$ cat config.mk
export PLATFORM = sky130hd
export DESIGN_NAME = cdg_gain_core
export DESIGN_NICKNAME = d
export VERILOG_FILES = /design/src/logic/cdg_pkg.sv /design/src/logic/cdg_gain_core.sv
export SDC_FILE = /design/constraint.sdc
export NUM_CORES = 2
export LEC_CHECK = 0
export ABC_AREA = 1
export BUFFER_PORTS_ARGS = -buffer_cell sky130_fd_sc_hd__buf_2
export CAP_MARGIN = 30
export CORE_MARGIN = 5
export CORE_UTILIZATION = 50
export CTS_CLUSTER_DIAMETER = 40
export CTS_CLUSTER_SIZE = 16
export DETAILED_ROUTE_END_ITERATION = 10
export PLACE_DENSITY = 0.71
export SLEW_MARGIN = 10
export SYNTH_ARGS = -nofsm -noshare
export SYNTH_HDL_FRONTEND = slang
export SYNTH_SLANG_ARGS = --single-unit
$ cat constraint.sdc
create_clock -name core_clk_i -period 23.6 [get_ports core_clk_i]
set_input_delay 1.18 -clock core_clk_i [delete_from_list [all_inputs] [get_ports core_clk_i]]
set_output_delay 1.18 -clock core_clk_i [all_outputs]
set_load 0.05 [all_outputs]
$ cat src/logic/cdg_pkg.sv
`default_nettype none
package cdg_pkg;
   // Register indices; byte address is index shifted left by ADDR_SHIFT
   localparam logic [7:0]  IDX_PB_LEFT    = 8'h1E;
   localparam logic [7:0]  IDX_PB_RIGHT   = 8'h1F;
   localparam logic [7:0]  IDX_SIDETONE   = 8'h20;
   localparam logic [7:0]  IDX_COND       = 8'h21;
   localparam logic [7:0]  IDX_REC_LEFT   = 8'h24;
   localparam logic [7:0]  IDX_REC_RIGHT  = 8'h25;
   localparam logic [7:0]  IDX_STATUS     = 8'h30;
   localparam int          ADDR_SHIFT     = 2;

   // Volume codes
   localparam logic [7:0]  GAIN_RESET     = 8'hC0;
   localparam logic [7:0]  GAIN_UNITY     = 8'hC0;
   localparam logic [7:0]  REC_GAIN_MAX   = 8'hEF;
   localparam logic [7:0]  GAIN_MUTE      = 8'h00;
   localparam int          APPLY_BIT      = 8;

   // Sidetone register fields
   localparam int          ST_LEVEL_L_LSB = 8;
   localparam int          ST_LEVEL_R_LSB = 4;
   localparam int          ST_SRC_L_LSB   = 2;
   localparam int          ST_SRC_R_LSB   = 0;
   localparam logic [3:0]  ST_LEVEL_FULL  = 4'hC;
   localparam logic [7:0]  ST_GAIN_BASE   = 8'h60;
   localparam logic [15:0] ST_MASK        = 16'h0FFF;
   typedef enum logic [1:0] {
      CDG_SRC_NONE      = 2'h0,
      CDG_SRC_REC_LEFT  = 2'h1,
      CDG_SRC_REC_RIGHT = 2'h2,
      CDG_SRC_RESERVED  = 2'h3
   } cdg_src_t;

   // Conditioning register fields
   localparam int          COND_MONO      = 12;
   localparam int          COND_SLOPED    = 11;
   localparam int          COND_SPEED     = 10;
   localparam int          COND_UNSIL     = 9;
   localparam int          COND_SILENCE   = 3;
   localparam int          COND_PRE_EMPHASIS_UNDO_SELECT    = 1;
   localparam int          COND_OSR       = 0;
   localparam logic [15:0] COND_MASK      = 16'h1E0F;
   localparam logic [15:0] COND_RESET     = 16'h0000;

   // Ramp steps once per this many accepted samples plus one
   localparam logic [4:0]  RAMP_FAST_LAST = 5'h01;
   localparam logic [4:0]  RAMP_SLOW_LAST = 5'h1F;

   // Gain arithmetic: code + offset = 16*octave + fraction, mantissa in Q14
   localparam logic [8:0]  GAIN_OFFSET    = 9'h040;
   localparam logic [5:0]  GAIN_SHIFT_BASE = 6'h1E;
   localparam logic [15:0] MANT [16] = '{
      16'h4000, 16'h42D3, 16'h45C6, 16'h48DC, 16'h4C11, 16'h4F6E, 16'h52EE, 16'h5698,
      16'h5A67, 16'h5E67, 16'h628E, 16'h66E8, 16'h6B71, 16'h7031, 16'h7522, 16'h7A4E
   };
endpackage
`default_nettype wire

$ cat src/logic/cdg_gain_core.sv
// Added by the designer: the APB register port.
`default_nettype none
module cdg_gain_core #(
   parameter int SW    = 16,
   parameter int DEPTH = 2
) (
   input  wire logic          core_clk_i,
   input  wire logic          sys_rst_i,
   input  wire logic          psel_i,
   input  wire logic          penable_i,
   input  wire logic          pwrite_i,
   input  wire logic [9:0]    paddr_i,
   input  wire logic [31:0]   pwdata_i,
   input  wire logic [3:0]    pstrb_i,
   output logic      [31:0]   prdata_o,
   output logic               pready_o,
   output logic               pslverr_o,
   input  wire logic          in_valid_i,
   output logic               in_ready_o,
   input  wire logic [SW-1:0] pb_left_i,
   input  wire logic [SW-1:0] pb_right_i,
   input  wire logic [SW-1:0] rec_left_i,
   input  wire logic [SW-1:0] rec_right_i,
   output logic               out_valid_o,
   input  wire logic          out_ready_i,
   output logic      [SW-1:0] pb_left_o,
   output logic      [SW-1:0] pb_right_o,
   output logic      [SW-1:0] rec_left_o,
   output logic      [SW-1:0] rec_right_o,
   output logic               sloped_filter_o,
   output logic      [1:0]    pre_emphasis_undo_o,
   output logic               oversample_rate_o
);
   localparam int FW = 4 * SW;

   // Clip a widened sample back into the signed sample range
   function automatic logic [SW-1:0] sat(input logic signed [SW+16:0] v);
      logic signed [SW+16:0] hi;
      logic signed [SW+16:0] lo;
      hi = (SW+17)'(signed'((1 <<< (SW-1)) - 1));
      lo = -hi - (SW+17)'(1);
      if (v > hi)
         sat = hi[SW-1:0];
      else if (v < lo)
         sat = lo[SW-1:0];
      else
         sat = v[SW-1:0];
   endfunction

   // Scale a sample by a 0.375dB-step volume code; code 00 is silence
   function automatic logic [SW-1:0] gain(input logic [SW-1:0] s, input logic [7:0] code);
      logic [8:0]            n;
      logic [5:0]            sh;
      logic signed [SW+16:0] prod;
      n    = {1'b0, code} + cdg_pkg::GAIN_OFFSET;
      sh   = cdg_pkg::GAIN_SHIFT_BASE - {1'b0, n[8:4]};
      prod = $signed(s) * $signed({1'b0, cdg_pkg::MANT[n[3:0]]});
      gain = (code == cdg_pkg::GAIN_MUTE) ? '0 : sat(prod >>> sh);
   endfunction

   // Codes past the ceiling act as the ceiling
   function automatic logic [7:0] clamp(input logic [7:0] c, input logic [7:0] top);
      clamp = (c > top) ? top : c;
   endfunction

   // Sidetone level in volume-code units: 3dB is eight 0.375dB steps
   function automatic logic [7:0] st_code(input logic [3:0] lvl);
      st_code = (lvl >= cdg_pkg::ST_LEVEL_FULL) ? cdg_pkg::GAIN_UNITY
              : cdg_pkg::ST_GAIN_BASE + {1'b0, lvl, 3'h0};
   endfunction

   // Pick the record channel that feeds a playback channel
   function automatic logic [SW-1:0] st_pick(input logic [1:0] src, input logic [SW-1:0] l,
                                              input logic [SW-1:0] r);
      case (cdg_pkg::cdg_src_t'(src))
         cdg_pkg::CDG_SRC_REC_LEFT:  st_pick = l;
         cdg_pkg::CDG_SRC_REC_RIGHT: st_pick = r;
         default:                    st_pick = '0;
      endcase
   endfunction

   // Saturating sum of two samples
   function automatic logic [SW-1:0] add(input logic [SW-1:0] a, input logic [SW-1:0] b);
      logic signed [SW+16:0] v;
      v   = (SW+17)'($signed(a)) + (SW+17)'($signed(b));
      add = sat(v);
   endfunction

   // One volume step toward the target
   function automatic logic [7:0] step(input logic [7:0] c, input logic [7:0] t);
      step = (c < t) ? c + 8'h01 : (c > t) ? c - 8'h01 : c;
   endfunction

   // Merge a write into a 16-bit register under byte strobes and a mask
   function automatic logic [15:0] merge(input logic [15:0] old, input logic [15:0] mask);
      logic [15:0] w;
      w[7:0]  = pstrb_i[0] ? pwdata_i[7:0] : old[7:0];
      w[15:8] = pstrb_i[1] ? pwdata_i[15:8] : old[15:8];
      merge   = w & mask;
   endfunction

   // APB decode; registers sit on word boundaries
   logic [7:0]  idx;
   logic        aligned;
   logic        setup;
   logic        access;
   logic        wr_en;
   logic        hit;
   assign idx     = paddr_i[9:cdg_pkg::ADDR_SHIFT];
   assign aligned = (paddr_i[1:0] == 2'h0);
   assign setup   = psel_i && !penable_i;
   assign access  = psel_i && penable_i;
   assign hit     = aligned && (idx == cdg_pkg::IDX_PB_LEFT || idx == cdg_pkg::IDX_PB_RIGHT
                 || idx == cdg_pkg::IDX_SIDETONE || idx == cdg_pkg::IDX_COND
                 || idx == cdg_pkg::IDX_REC_LEFT || idx == cdg_pkg::IDX_REC_RIGHT
                 || idx == cdg_pkg::IDX_STATUS);
   assign wr_en   = access && pwrite_i && hit;
   assign pready_o  = 1'b1;                  // Zero wait states
   assign pslverr_o = access && !hit;

   logic wr_pb_l;
   logic wr_pb_r;
   logic wr_rec_l;
   logic wr_rec_r;
   logic pb_apply;
   logic rec_apply;
   assign wr_pb_l  = wr_en && idx == cdg_pkg::IDX_PB_LEFT;
   assign wr_pb_r  = wr_en && idx == cdg_pkg::IDX_PB_RIGHT;
   assign wr_rec_l = wr_en && idx == cdg_pkg::IDX_REC_LEFT;
   assign wr_rec_r = wr_en && idx == cdg_pkg::IDX_REC_RIGHT;
   // apply strobes: either register of a pair carries the bit
   assign pb_apply  = (wr_pb_l || wr_pb_r) && pstrb_i[1] && pwdata_i[cdg_pkg::APPLY_BIT];
   assign rec_apply = (wr_rec_l || wr_rec_r) && pstrb_i[1] && pwdata_i[cdg_pkg::APPLY_BIT];

   // Pending codes as they stand after this cycle's write
   logic [7:0] pb_l_new;
   logic [7:0] pb_r_new;
   logic [7:0] rec_l_new;
   logic [7:0] rec_r_new;
   logic [7:0] pb_l_pend_q;
   logic [7:0] pb_r_pend_q;
   logic [7:0] rec_l_pend_q;
   logic [7:0] rec_r_pend_q;
   logic [7:0] pb_l_apply_q;
   logic [7:0] pb_r_apply_q;
   logic [7:0] rec_l_apply_q;
   logic [7:0] rec_r_apply_q;
   logic [15:0] st_q;
   logic [15:0] cond_q;
   assign pb_l_new  = (wr_pb_l && pstrb_i[0]) ? pwdata_i[7:0] : pb_l_pend_q;
   assign pb_r_new  = (wr_pb_r && pstrb_i[0]) ? pwdata_i[7:0] : pb_r_pend_q;
   assign rec_l_new = (wr_rec_l && pstrb_i[0]) ? pwdata_i[7:0] : rec_l_pend_q;
   assign rec_r_new = (wr_rec_r && pstrb_i[0]) ? pwdata_i[7:0] : rec_r_pend_q;

   // pending volumes only reach the gain stages on an apply strobe
   always_ff @(posedge core_clk_i or posedge sys_rst_i) begin
      if (sys_rst_i) begin
         pb_l_pend_q   <= cdg_pkg::GAIN_RESET;
         pb_r_pend_q   <= cdg_pkg::GAIN_RESET;
         rec_l_pend_q  <= cdg_pkg::GAIN_RESET;
         rec_r_pend_q  <= cdg_pkg::GAIN_RESET;
         pb_l_apply_q  <= cdg_pkg::GAIN_RESET;
         pb_r_apply_q  <= cdg_pkg::GAIN_RESET;
         rec_l_apply_q <= cdg_pkg::GAIN_RESET;
         rec_r_apply_q <= cdg_pkg::GAIN_RESET;
      end else begin
         pb_l_pend_q  <= pb_l_new;
         pb_r_pend_q  <= pb_r_new;
         rec_l_pend_q <= rec_l_new;
         rec_r_pend_q <= rec_r_new;
         // both playback channels change on the same edge
         if (pb_apply) begin
            pb_l_apply_q <= pb_l_new;
            pb_r_apply_q <= pb_r_new;
         end
         // both record channels change on the same edge
         if (rec_apply) begin
            rec_l_apply_q <= rec_l_new;
            rec_r_apply_q <= rec_r_new;
         end
      end
   end

   // control registers; reserved bits are masked off and read zero
   always_ff @(posedge core_clk_i or posedge sys_rst_i) begin
      if (sys_rst_i) begin
         st_q   <= '0;
         cond_q <= cdg_pkg::COND_RESET;
      end else if (wr_en && idx == cdg_pkg::IDX_SIDETONE) begin
         st_q   <= merge(st_q, cdg_pkg::ST_MASK);
      end else if (wr_en && idx == cdg_pkg::IDX_COND) begin
         cond_q <= merge(cond_q, cdg_pkg::COND_MASK);
      end
   end

   // Effective codes and control fields
   logic       silence;
   logic [7:0] pb_l_eff;
   logic [7:0] pb_r_eff;
   logic [7:0] rec_l_eff;
   logic [7:0] rec_r_eff;
   logic [7:0] tgt_l;
   logic [7:0] tgt_r;
   assign silence   = cond_q[cdg_pkg::COND_SILENCE];
   // playback codes above unity act as unity
   assign pb_l_eff  = clamp(pb_l_apply_q, cdg_pkg::GAIN_UNITY);
   assign pb_r_eff  = clamp(pb_r_apply_q, cdg_pkg::GAIN_UNITY);
   // record codes cap at the top boost step
   assign rec_l_eff = clamp(rec_l_apply_q, cdg_pkg::REC_GAIN_MAX);
   assign rec_r_eff = clamp(rec_r_apply_q, cdg_pkg::REC_GAIN_MAX);
   assign tgt_l     = silence ? cdg_pkg::GAIN_MUTE : pb_l_eff;
   assign tgt_r     = silence ? cdg_pkg::GAIN_MUTE : pb_r_eff;
   // analogue-side settings leave the block as levels
   assign sloped_filter_o     = cond_q[cdg_pkg::COND_SLOPED];
   assign pre_emphasis_undo_o = cond_q[cdg_pkg::COND_PRE_EMPHASIS_UNDO_SELECT +: 2];
   assign oversample_rate_o   = cond_q[cdg_pkg::COND_OSR];

   // Sample handshake into the two-entry buffer
   logic       accept;
   logic [1:0] count_q;
   assign in_ready_o = (count_q != 2'(DEPTH));
   assign accept     = in_valid_i && in_ready_o;

   // Ramp pacing counts accepted samples, so it tracks fs, not the clock
   logic [4:0] rate_cnt_q;
   logic [4:0] rate_last;
   logic       ramp_tick;
   logic       silence_q;
   logic       ramp_up_q;
   logic [7:0] cur_l_q;
   logic [7:0] cur_r_q;
   logic       ramping;
   logic       unsil_fall;
   // step every second or every thirty-second sample
   assign rate_last  = cond_q[cdg_pkg::COND_SPEED] ? cdg_pkg::RAMP_SLOW_LAST
                                                   : cdg_pkg::RAMP_FAST_LAST;
   assign ramp_tick  = accept && (rate_cnt_q >= rate_last);
   assign ramping    = silence || ramp_up_q;
   assign unsil_fall = silence_q && !silence;

   // current gain follows the target directly unless ramping or an unsilence ramp is starting
   always_ff @(posedge core_clk_i or posedge sys_rst_i) begin
      if (sys_rst_i) begin
         rate_cnt_q <= '0;
         silence_q  <= 1'b0;
         ramp_up_q  <= 1'b0;
         cur_l_q    <= cdg_pkg::GAIN_RESET;
         cur_r_q    <= cdg_pkg::GAIN_RESET;
      end else begin
         silence_q  <= silence;
         rate_cnt_q <= ramp_tick ? '0 : accept ? rate_cnt_q + 5'h01 : rate_cnt_q;
         ramp_up_q  <= (unsil_fall && cond_q[cdg_pkg::COND_UNSIL])
                    || (ramp_up_q && !silence && !(cur_l_q == tgt_l && cur_r_q == tgt_r));
         if (!ramping && !(unsil_fall && cond_q[cdg_pkg::COND_UNSIL])) begin
            cur_l_q <= tgt_l;
            cur_r_q <= tgt_r;
         end else if (ramp_tick) begin
            cur_l_q <= step(cur_l_q, tgt_l);
            cur_r_q <= step(cur_r_q, tgt_r);
         end
      end
   end

   // Datapath: record gain, sidetone, playback gain, mono mix
   logic [SW-1:0] rec_l_g;
   logic [SW-1:0] rec_r_g;
   logic [SW-1:0] mix_l;
   logic [SW-1:0] mix_r;
   logic [SW-1:0] mono;
   logic [SW-1:0] push_l;
   logic [SW-1:0] push_r;
   assign rec_l_g = gain(rec_left_i, rec_l_eff);
   assign rec_r_g = gain(rec_right_i, rec_r_eff);
   // each playback channel adds its scaled sidetone source
   assign mix_l = add(gain(pb_left_i, cur_l_q),
      gain(st_pick(st_q[cdg_pkg::ST_SRC_L_LSB +: 2], rec_l_g, rec_r_g),
           st_code(st_q[cdg_pkg::ST_LEVEL_L_LSB +: 4])));
   assign mix_r = add(gain(pb_right_i, cur_r_q),
      gain(st_pick(st_q[cdg_pkg::ST_SRC_R_LSB +: 2], rec_l_g, rec_r_g),
           st_code(st_q[cdg_pkg::ST_LEVEL_R_LSB +: 4])));
   // half-sum keeps the mono mix within range
   assign mono   = SW'(((SW+1)'($signed(mix_l)) + (SW+1)'($signed(mix_r))) >>> 1);
   assign push_l = cond_q[cdg_pkg::COND_MONO] ? mono : mix_l;
   assign push_r = cond_q[cdg_pkg::COND_MONO] ? mono : mix_r;

   // Two-entry buffer; a stalled receiver stops intake through in_ready_o
   logic [FW-1:0] mem_q [DEPTH];
   logic          wr_ptr_q;
   logic          rd_ptr_q;
   logic          pop;
   assign out_valid_o = (count_q != 2'h0);
   assign pop         = out_valid_o && out_ready_i;
   assign {pb_left_o, pb_right_o, rec_left_o, rec_right_o} = mem_q[rd_ptr_q];

   always_ff @(posedge core_clk_i or posedge sys_rst_i) begin
      if (sys_rst_i) begin
         for (int i = 0; i < DEPTH; i++) begin
            mem_q[i] <= '0;
         end
         wr_ptr_q <= 1'b0;
         rd_ptr_q <= 1'b0;
         count_q  <= 2'h0;
      end else begin
         if (accept) begin
            mem_q[wr_ptr_q] <= {push_l, push_r, rec_l_g, rec_r_g};
            wr_ptr_q        <= !wr_ptr_q;
         end
         if (pop) begin
            rd_ptr_q <= !rd_ptr_q;
         end
         count_q <= count_q + 2'(accept) - 2'(pop);
      end
   end

   // Read data is captured in the setup cycle and stands through access
   logic [31:0] rd_mux;
   assign rd_mux =
        (idx == cdg_pkg::IDX_PB_LEFT)   ? {24'h0, pb_l_pend_q}
      : (idx == cdg_pkg::IDX_PB_RIGHT)  ? {24'h0, pb_r_pend_q}
      : (idx == cdg_pkg::IDX_REC_LEFT)  ? {24'h0, rec_l_pend_q}
      : (idx == cdg_pkg::IDX_REC_RIGHT) ? {24'h0, rec_r_pend_q}
      : (idx == cdg_pkg::IDX_SIDETONE)  ? {16'h0, st_q}
      : (idx == cdg_pkg::IDX_COND)      ? {16'h0, cond_q}
      : (idx == cdg_pkg::IDX_STATUS)    ? {15'h0, ramping, cur_r_q, cur_l_q}
      : 32'h0;

   // apply bits are never stored, so they read back as zero
   always_ff @(posedge core_clk_i or posedge sys_rst_i) begin
      if (sys_rst_i) begin
         prdata_o <= '0;
      end else if (setup && !pwrite_i) begin
         prdata_o <= (hit ? rd_mux : 32'h0);
      end
   end
endmodule
`default_nettype wire

## After elaboration in Yosys (flattened, before gate mapping)

Memory sizes are Yosys's and may differ from the RTL's.
Cells that the tools add are included.

- Memories kept: 6
- Bits of input ports: 117
- Memory bits (read-only): 1536
- Output and inout port bits: 104
- Bits in writable memories: 0
- Logic and storage cells: 267
- Bits in latches: 0
- Flip-flop bits (word level): 271

Memories:

| memory | depth | width | read ports | clocked after memory_dff | wr ports | line | text |
|---|---|---|---|---|---|---|---|
| (name not given) | 16 | 16 | 1 | 0 | 0 | cdg_gain_core.sv:57 | `prod = $signed(s) * $signed({1'b0, cdg_pkg::MANT[n[3:0]]});` |
| (name not given) | 16 | 16 | 1 | 0 | 0 | cdg_gain_core.sv:57 |  |
| (name not given) | 16 | 16 | 1 | 0 | 0 | cdg_gain_core.sv:57 |  |
| (name not given) | 16 | 16 | 1 | 0 | 0 | cdg_gain_core.sv:57 |  |
| (name not given) | 16 | 16 | 1 | 0 | 0 | cdg_gain_core.sv:57 |  |
| (name not given) | 16 | 16 | 1 | 0 | 0 | cdg_gain_core.sv:57 |  |

- Equal/unequal tests: 14
- Shift-type cells: 6
- Bitwise logic cells: 9
- Divide/modulo/power cells: 0
- $lt $le $gt $ge: 36
- Add/sub/neg operators: 24
- Multipliers: 6
- Mux-type cells: 75
- Reduce and logical (&&, ||, !) cells: 68

Operators by type and width:

| operator | number |
|---|---|
| $mux 16 | 36 |
| $mux 64 | 4 |
| $gt 33x16->1 const B | 6 |
| $lt 33x16->1 const B | 6 |
| $mul 16x17->33 | 6 |
| $sshr 33x6->33 | 6 |
| $mux 8 | 20 |
| $mux 17 | 8 |
| $bwmux 128 | 1 |
| $demux 64 s1 | 1 |
| $pmux 16 s2 | 2 |
| $add 8x7->9 const B | 6 |
| $add 16x16->17 | 3 |
| $logic_not 8->1 | 6 |
| $eq 8x6->1 const B | 5 |
| $sub 5x5->6 const A | 6 |
| $gt 17x16->1 const B | 2 |
| $lt 17x16->1 const B | 2 |
| $gt 8x8->1 const B | 4 |
| $logic_and 1x1->1 | 31 |
| $ge 5x5->1 const B | 6 |
| $not 4->5 | 6 |
| $add 7x7->8 const A | 2 |
| $add 8x1->8 const B | 2 |
| 25 further kinds | 61 |

## Longest topological paths before layout

- Word-level depth: 27
- Mapped depth: 149
- Gate-level depth less buffers: 147

## Worst setup path after synthesis

No wires, ideal clock.

- Kind: reg-to-reg
- Start: register rec_r_apply_q[7]
- End: register mem_q[127] (netlist name)
- Setup time: 0.133 ns
- Arrival time: 19.015 ns
- Slack: 4.451 ns
- Period minus slack after synthesis: 19.149 ns
- Data required time: 23.467 ns
- Cell stages (with the launch flop): 128
- Path buffers: 2
- Cells stage by stage: dfstp_2 > ha_1 > nand3_2 > nand2_1 > inv_1 > ha_1 > nand2_1 > o21ai_1 > inv_1 > nand2_1 > fa_1 > fa_1 > fa_1 > fa_1 > inv_1 > fa_1 > inv_1 > fa_1 > [92 not listed] > nand2_1 > a21oi_1 > inv_1 > a21oi_1 > inv_1 > a21oi_1 > inv_1 > nand2_1 > inv_1 > nor2_1 > o21bai_1 > a21oi_1 > o21bai_1 > a21oi_1 > o21ai_0 > o21ai_0 > nand2_1 > o21ai_0

- Word-level cells in the longest chain between the ends: 27
- Elaborated cells on any way between the ends: 45
- Those cells by class: 5 x add/sub; 3 x mul; 11 x order compare; 3 x shift; 20 x mux; 1 x bitwise; 1 x reduce/logical; 1 x memory

RTL lines:

| item | line | text |
|---|---|---|
| start: declaration | cdg_gain_core.sv:147 | `logic [7:0] rec_r_apply_q;` |
| start signal: assignment | cdg_gain_core.sv:165 | `rec_r_apply_q <= cdg_pkg::GAIN_RESET;` |
| start signal: assignment | cdg_gain_core.sv:179 | `rec_r_apply_q <= rec_r_new;` |
| $gt 8x8->1 | cdg_gain_core.sv:63 | `clamp = (c > top) ? top : c;` |
| $mux 8 * | cdg_gain_core.sv:63 |  |
| $add 8x7->9 | cdg_gain_core.sv:55 | `n = {1'b0, code} + cdg_pkg::GAIN_OFFSET;` |
| $not 4->5 (not written as such) | cdg_gain_core.sv:57 |  |
| $mem_v2 16x16 | -- |  |
| $mux 16 (not written as such) (2 in a row) | cdg_gain_core.sv:57 |  |
| $mul 16x17->33 | cdg_gain_core.sv:57 |  |
| $sshr 33x6->33 | cdg_gain_core.sv:58 | `gain = (code == cdg_pkg::GAIN_MUTE) ? '0 : sat(prod >>> sh);` |
| [10 not listed] | -- |  |
| $mux 16 | cdg_gain_core.sv:58 |  |
| $add 16x16->17 | cdg_gain_core.sv:85 | `v = (SW+17)'($signed(a)) + (SW+17)'($signed(b));` |
| $lt 17x16->1 | cdg_gain_core.sv:44 | `else if (v < lo)` |
| $mux 16 | cdg_gain_core.sv:44 |  |
| $mux 16 | cdg_gain_core.sv:42 | `if (v > hi)` |
| $add 16x16->17 | cdg_gain_core.sv:282 | `assign mono = SW'(((SW+1)'($signed(mix_l)) + (SW+1)'($signed(mix_r))) >>> 1);` |
| $mux 16 * | cdg_gain_core.sv:283 | `assign push_l = cond_q[cdg_pkg::COND_MONO] ? mono : mix_l;` |
| $bwmux 128 * | cdg_gain_core.sv:305 | `mem_q[wr_ptr_q] <= {push_l, push_r, rec_l_g, rec_r_g};` |
| end signal: indexed assignment | cdg_gain_core.sv:305 |  |
| end: declaration | cdg_gain_core.sv:287 | `logic [FW-1:0] mem_q [DEPTH];` |

Mark *: on every way between the ends. The rest lies on a longest branch, timed or not. The select of a mux whose other input is x is not followed.
A chain may end at the register's enable or synchronous reset.

## Worst setup path in the final report

Same ends and word-level chain as after synthesis.

==> impl_metrics.csv <==
group,metric,value,unit
setup_path,cpMostUsedCell,"nand2_1",
power,power.leakage,44.1,nW
setup_path,path_max_fanout,18,
global_route,gr-total-overflow,0,
global_route,first_global_vias,70596,
global_route,grt_first_pass_wirelength,370,mm
placed_design,post-dp-hpwl,191,mm
sta,drv_slew,0,
floorplan,io_pins,221,
layout,layout.nets,12701,
detailed_routing,initialDrtViolationCount,5699,
setup_path,required,24.07,ns
synthesis,synth_ff_type,"dfrtp_1",
sta,finalSetupViolCount,0,
detailed_routing,wirelength,228,mm
detailed_routing,final_antenna_net_count,0,
setup_path,cp-start-kind,"flop",
global_route,antenna_found_initial,11,
synthesis,synth_edf_count,0,
floorplan,rows,140,
clock_network,tritoncts,"built",
clock_network,root_buffer,"clkbuf_16",
placed_design,place_congestion,0.978,
layout,finish.utilization,54.0,%
floorplan,die_area,0.155,mm²
synthesis,ys_warn_count,0,
sta,tightest_slew,1.21,ns
min_path,worstHoldPathType,"reg -> reg",
synthesis,synth_seq_cells,256,
global_route,grtUsageTotal,29.1,%
clock_network,path_clk_slew,0.06,ns
detailed_routing,drc,0,
detailed_routing,via_per_inst,5.50,
power,p_total,5.96,mW
synthesis,async_flop_share,100,%
clock_network,worstSkewPairLatency,0.63,ns
sta,clock_skew,0.0362,ns
setup_path,slowest_delay,0.55,ns
setup_path,cp.arrival,22.44,ns
layout,instances_no_fill,12724,
clock_network,postCtsHoldBufs,0,
sta,fin_crit_sh,93.1,%
sta,min_period,21.96,ns
synthesis,avgSynthCellArea,6.87,µm²
placed_design,io_buffers,183,
floorplan,initial_utilization,50.5,%
detailed_routing,vias,69949,
power,power.density,75.6,mW/mm²
sta,relSlewSlack,18.5,%
detailed_routing,wire_per_inst,17.9,µm
power,ir_drop,0.120,mV
layout,largest_reg_flops,128,
layout,largest-register,"mem_q",
global_route,grt_max_degree,98,
clock_network,cts_buffers,45,
outcome,status,"finished clean",
layout,layout-drive-gt1-share,6.41,%
layout,area_growth,6.97,%
synthesis,synth_cells,10725,
synthesis,synth_area,0.0737,mm²
detailed_routing,dr.pass1.iters,8,
floorplan,die_height,394,µm
sta,fmax,0.0455,GHz
clock_network,h-tree-depth,2,
setup_path,end_kind,"flop",
synthesis,ys_types,77,
floorplan,coreArea,0.146,mm²
flow_run,maxCapViolCount,0,
setup_path,crit_type,"reg -> reg",
layout,reg_top3,"mem_q x128, prdata_o x17, st_q x12",
setup_path,crit_path_top_delay_cell,"dfstp_2",
sta,finalHoldViolCount,0,
clock_network,cts_sinks,256,
clock_network,max-clock-path-buffers,3,
floorplan,dieWidth,394,µm
synthesis,ys_seq_area_share,8.73,%
placed_design,place_inst,12611,
[cells in the mapped netlist, types with 8 or more instances]
| cell | number | share of area (%) |
|---|---|---|
| clkbuf_1 | 286 | 1.5 |
| o211ai_1 | 43 | 0.44 |
| buf_1 | 49 | 0.25 |
| dfrtp_1 | 236 | 8.0 |
| o21a_1 | 12 | 0.12 |
| nor3_1 | 41 | 0.28 |
| a31oi_1 | 43 | 0.36 |
| o31ai_1 | 9 | 0.092 |
| mux2_2 | 9 | 0.14 |
| xor2_1 | 120 | 1.4 |
| inv_1 | 1948 | 9.9 |
| nand4_1 | 55 | 0.47 |
| o21ai_1 | 49 | 0.33 |
| buf_4 | 22 | 0.22 |
| o21ai_2 | 10 | 0.12 |
| o21bai_1 | 28 | 0.29 |
| or2_2 | 36 | 0.31 |
| o221ai_1 | 13 | 0.15 |
| a21oi_2 | 16 | 0.19 |
| clkinv_1 | 26 | 0.13 |
| a211oi_1 | 11 | 0.11 |
| nor2_1 | 803 | 4.1 |
| a21o_1 | 13 | 0.13 |
| nand3b_1 | 13 | 0.13 |
| inv_2 | 22 | 0.11 |
| nand2_1 | 2897 | 15 |
| nand3_1 | 760 | 5.2 |
| nor4_1 | 9 | 0.076 |
| o22ai_1 | 36 | 0.31 |
| nand2_2 | 25 | 0.21 |
| o21ai_0 | 627 | 4.3 |
| xnor2_1 | 46 | 0.55 |
| and2_1 | 17 | 0.14 |
| ha_1 | 919 | 16 |
| dfstp_2 | 20 | 0.71 |
| fa_1 | 899 | 24 |
| a21oi_1 | 424 | 2.9 |
| mux2i_1 | 17 | 0.23 |
| nor2_2 | 8 | 0.068 |
| buf_2 | 22 | 0.15 |
[cells in the final DEF, fill, tap and decap left out, types with 49 or more instances in the layout]
cell / n
nand3_1: 757
buf_2: 184
inv_1: 1937
xor2_1: 116
ha_1: 917
o21ai_1: 49
a21oi_1: 418
nor2_1: 794
fa_1: 899
o21ai_0: 626
nand4_1: 55
nand2_1: 2884
buf_4: 166
dfrtp_1: 235
[routing by layer]
metal	vias up	routed length, µm	global-route usage (%)
met3	441	17900	4.73
met1	33480	98500	39.8
met4	2	8100	8.83
met2	2494	103000	47.8
met5	-	13	0
li1	33532	-	-
[cell type report]
| class | instances | area, µm² |
|---|---|---|
| Clock buffer | 49 | 1160 |
| Inverter | 1997 | 7530 |
| Clock inverter | 34 | 414 |
| Sequential cell | 256 | 6430 |
| Multi-Input combinational cell | 8105 | 58500 |
| Antenna cell | 5 | 12.5 |
| Tap cell | 1917 | 2400 |
| Fill cell | 14516 | 67200 |
| Timing Repair Buffer | 361 | 2380 |
[cell families after synthesis]
family                     count (synthesis)  share of synthesized area, %
muxes                                     26                         0.368
adders and majority gates               1818                          40.0
buffers and inverters                   2381                          12.3
xor gates and xnor gates                 169                          2.07
and+or+nand+nor                         4700                          26.2
other                                      2                        0.0102
DFF                                      256                          8.73
AOI/OAI and AO/OA                       1373                          10.3
[worst max-delay path, delay by kind of cell (launching register included)]
family                     cells  cell delay [ns]
and+or+nand+nor               52             6.78
DFF                            1             0.55
xor gates and xnor gates       1             0.30
AOI/OAI and AO/OA             29             4.46
adders and majority gates     19             7.69
buffers and inverters         22             2.07
[through the flow]
step	setup slack (ns)	TNS, ns	hold WS (ns)	instance area (µm²)
2_1_floorplan	4.45	0	0.449	73800
3_3_place_gp	1.19	0	0.461	76700
3_5_place_dp	1.10	0	0.465	76800
4_1_cts	0.977	0	0.481	78400
5_1_grt	-0.0165	-0.0165	0.496	78800
6_report	1.64	0	0.479	78800
[where the power goes]
| group | internal, mW | switching [mW] |
|---|---|---|
| clock network | 0.414 | 0.273 |
| logic | 1.51 | 3.22 |
| registers | 0.504 | 0.0425 |
[final timing paths]
path	cells past startpoint	slack, ns	to	from
worst min register to register	2	0.48	mem_q[38]	mem_q[38]
min in group asynchronous	2	0.57	count_q[0]	sys_rst_i
worst max-delay path	123	1.64	mem_q[127]	rec_r_apply_q[7]
worst max register to register	123	1.64	mem_q[127]	rec_r_apply_q[7]
worst min-delay path	2	0.48	mem_q[38]	mem_q[38]
max in group asynchronous	4	20.86	prdata_o[10]	sys_rst_i
[timing repair]
item | in CTS | in global routing
buffers inserted | 0 | 17
endpoints found under the setup margin | 0 | 34
gates resized for setup | 0 | 63
No activity file was read; power rests on OpenSTA's default activity.
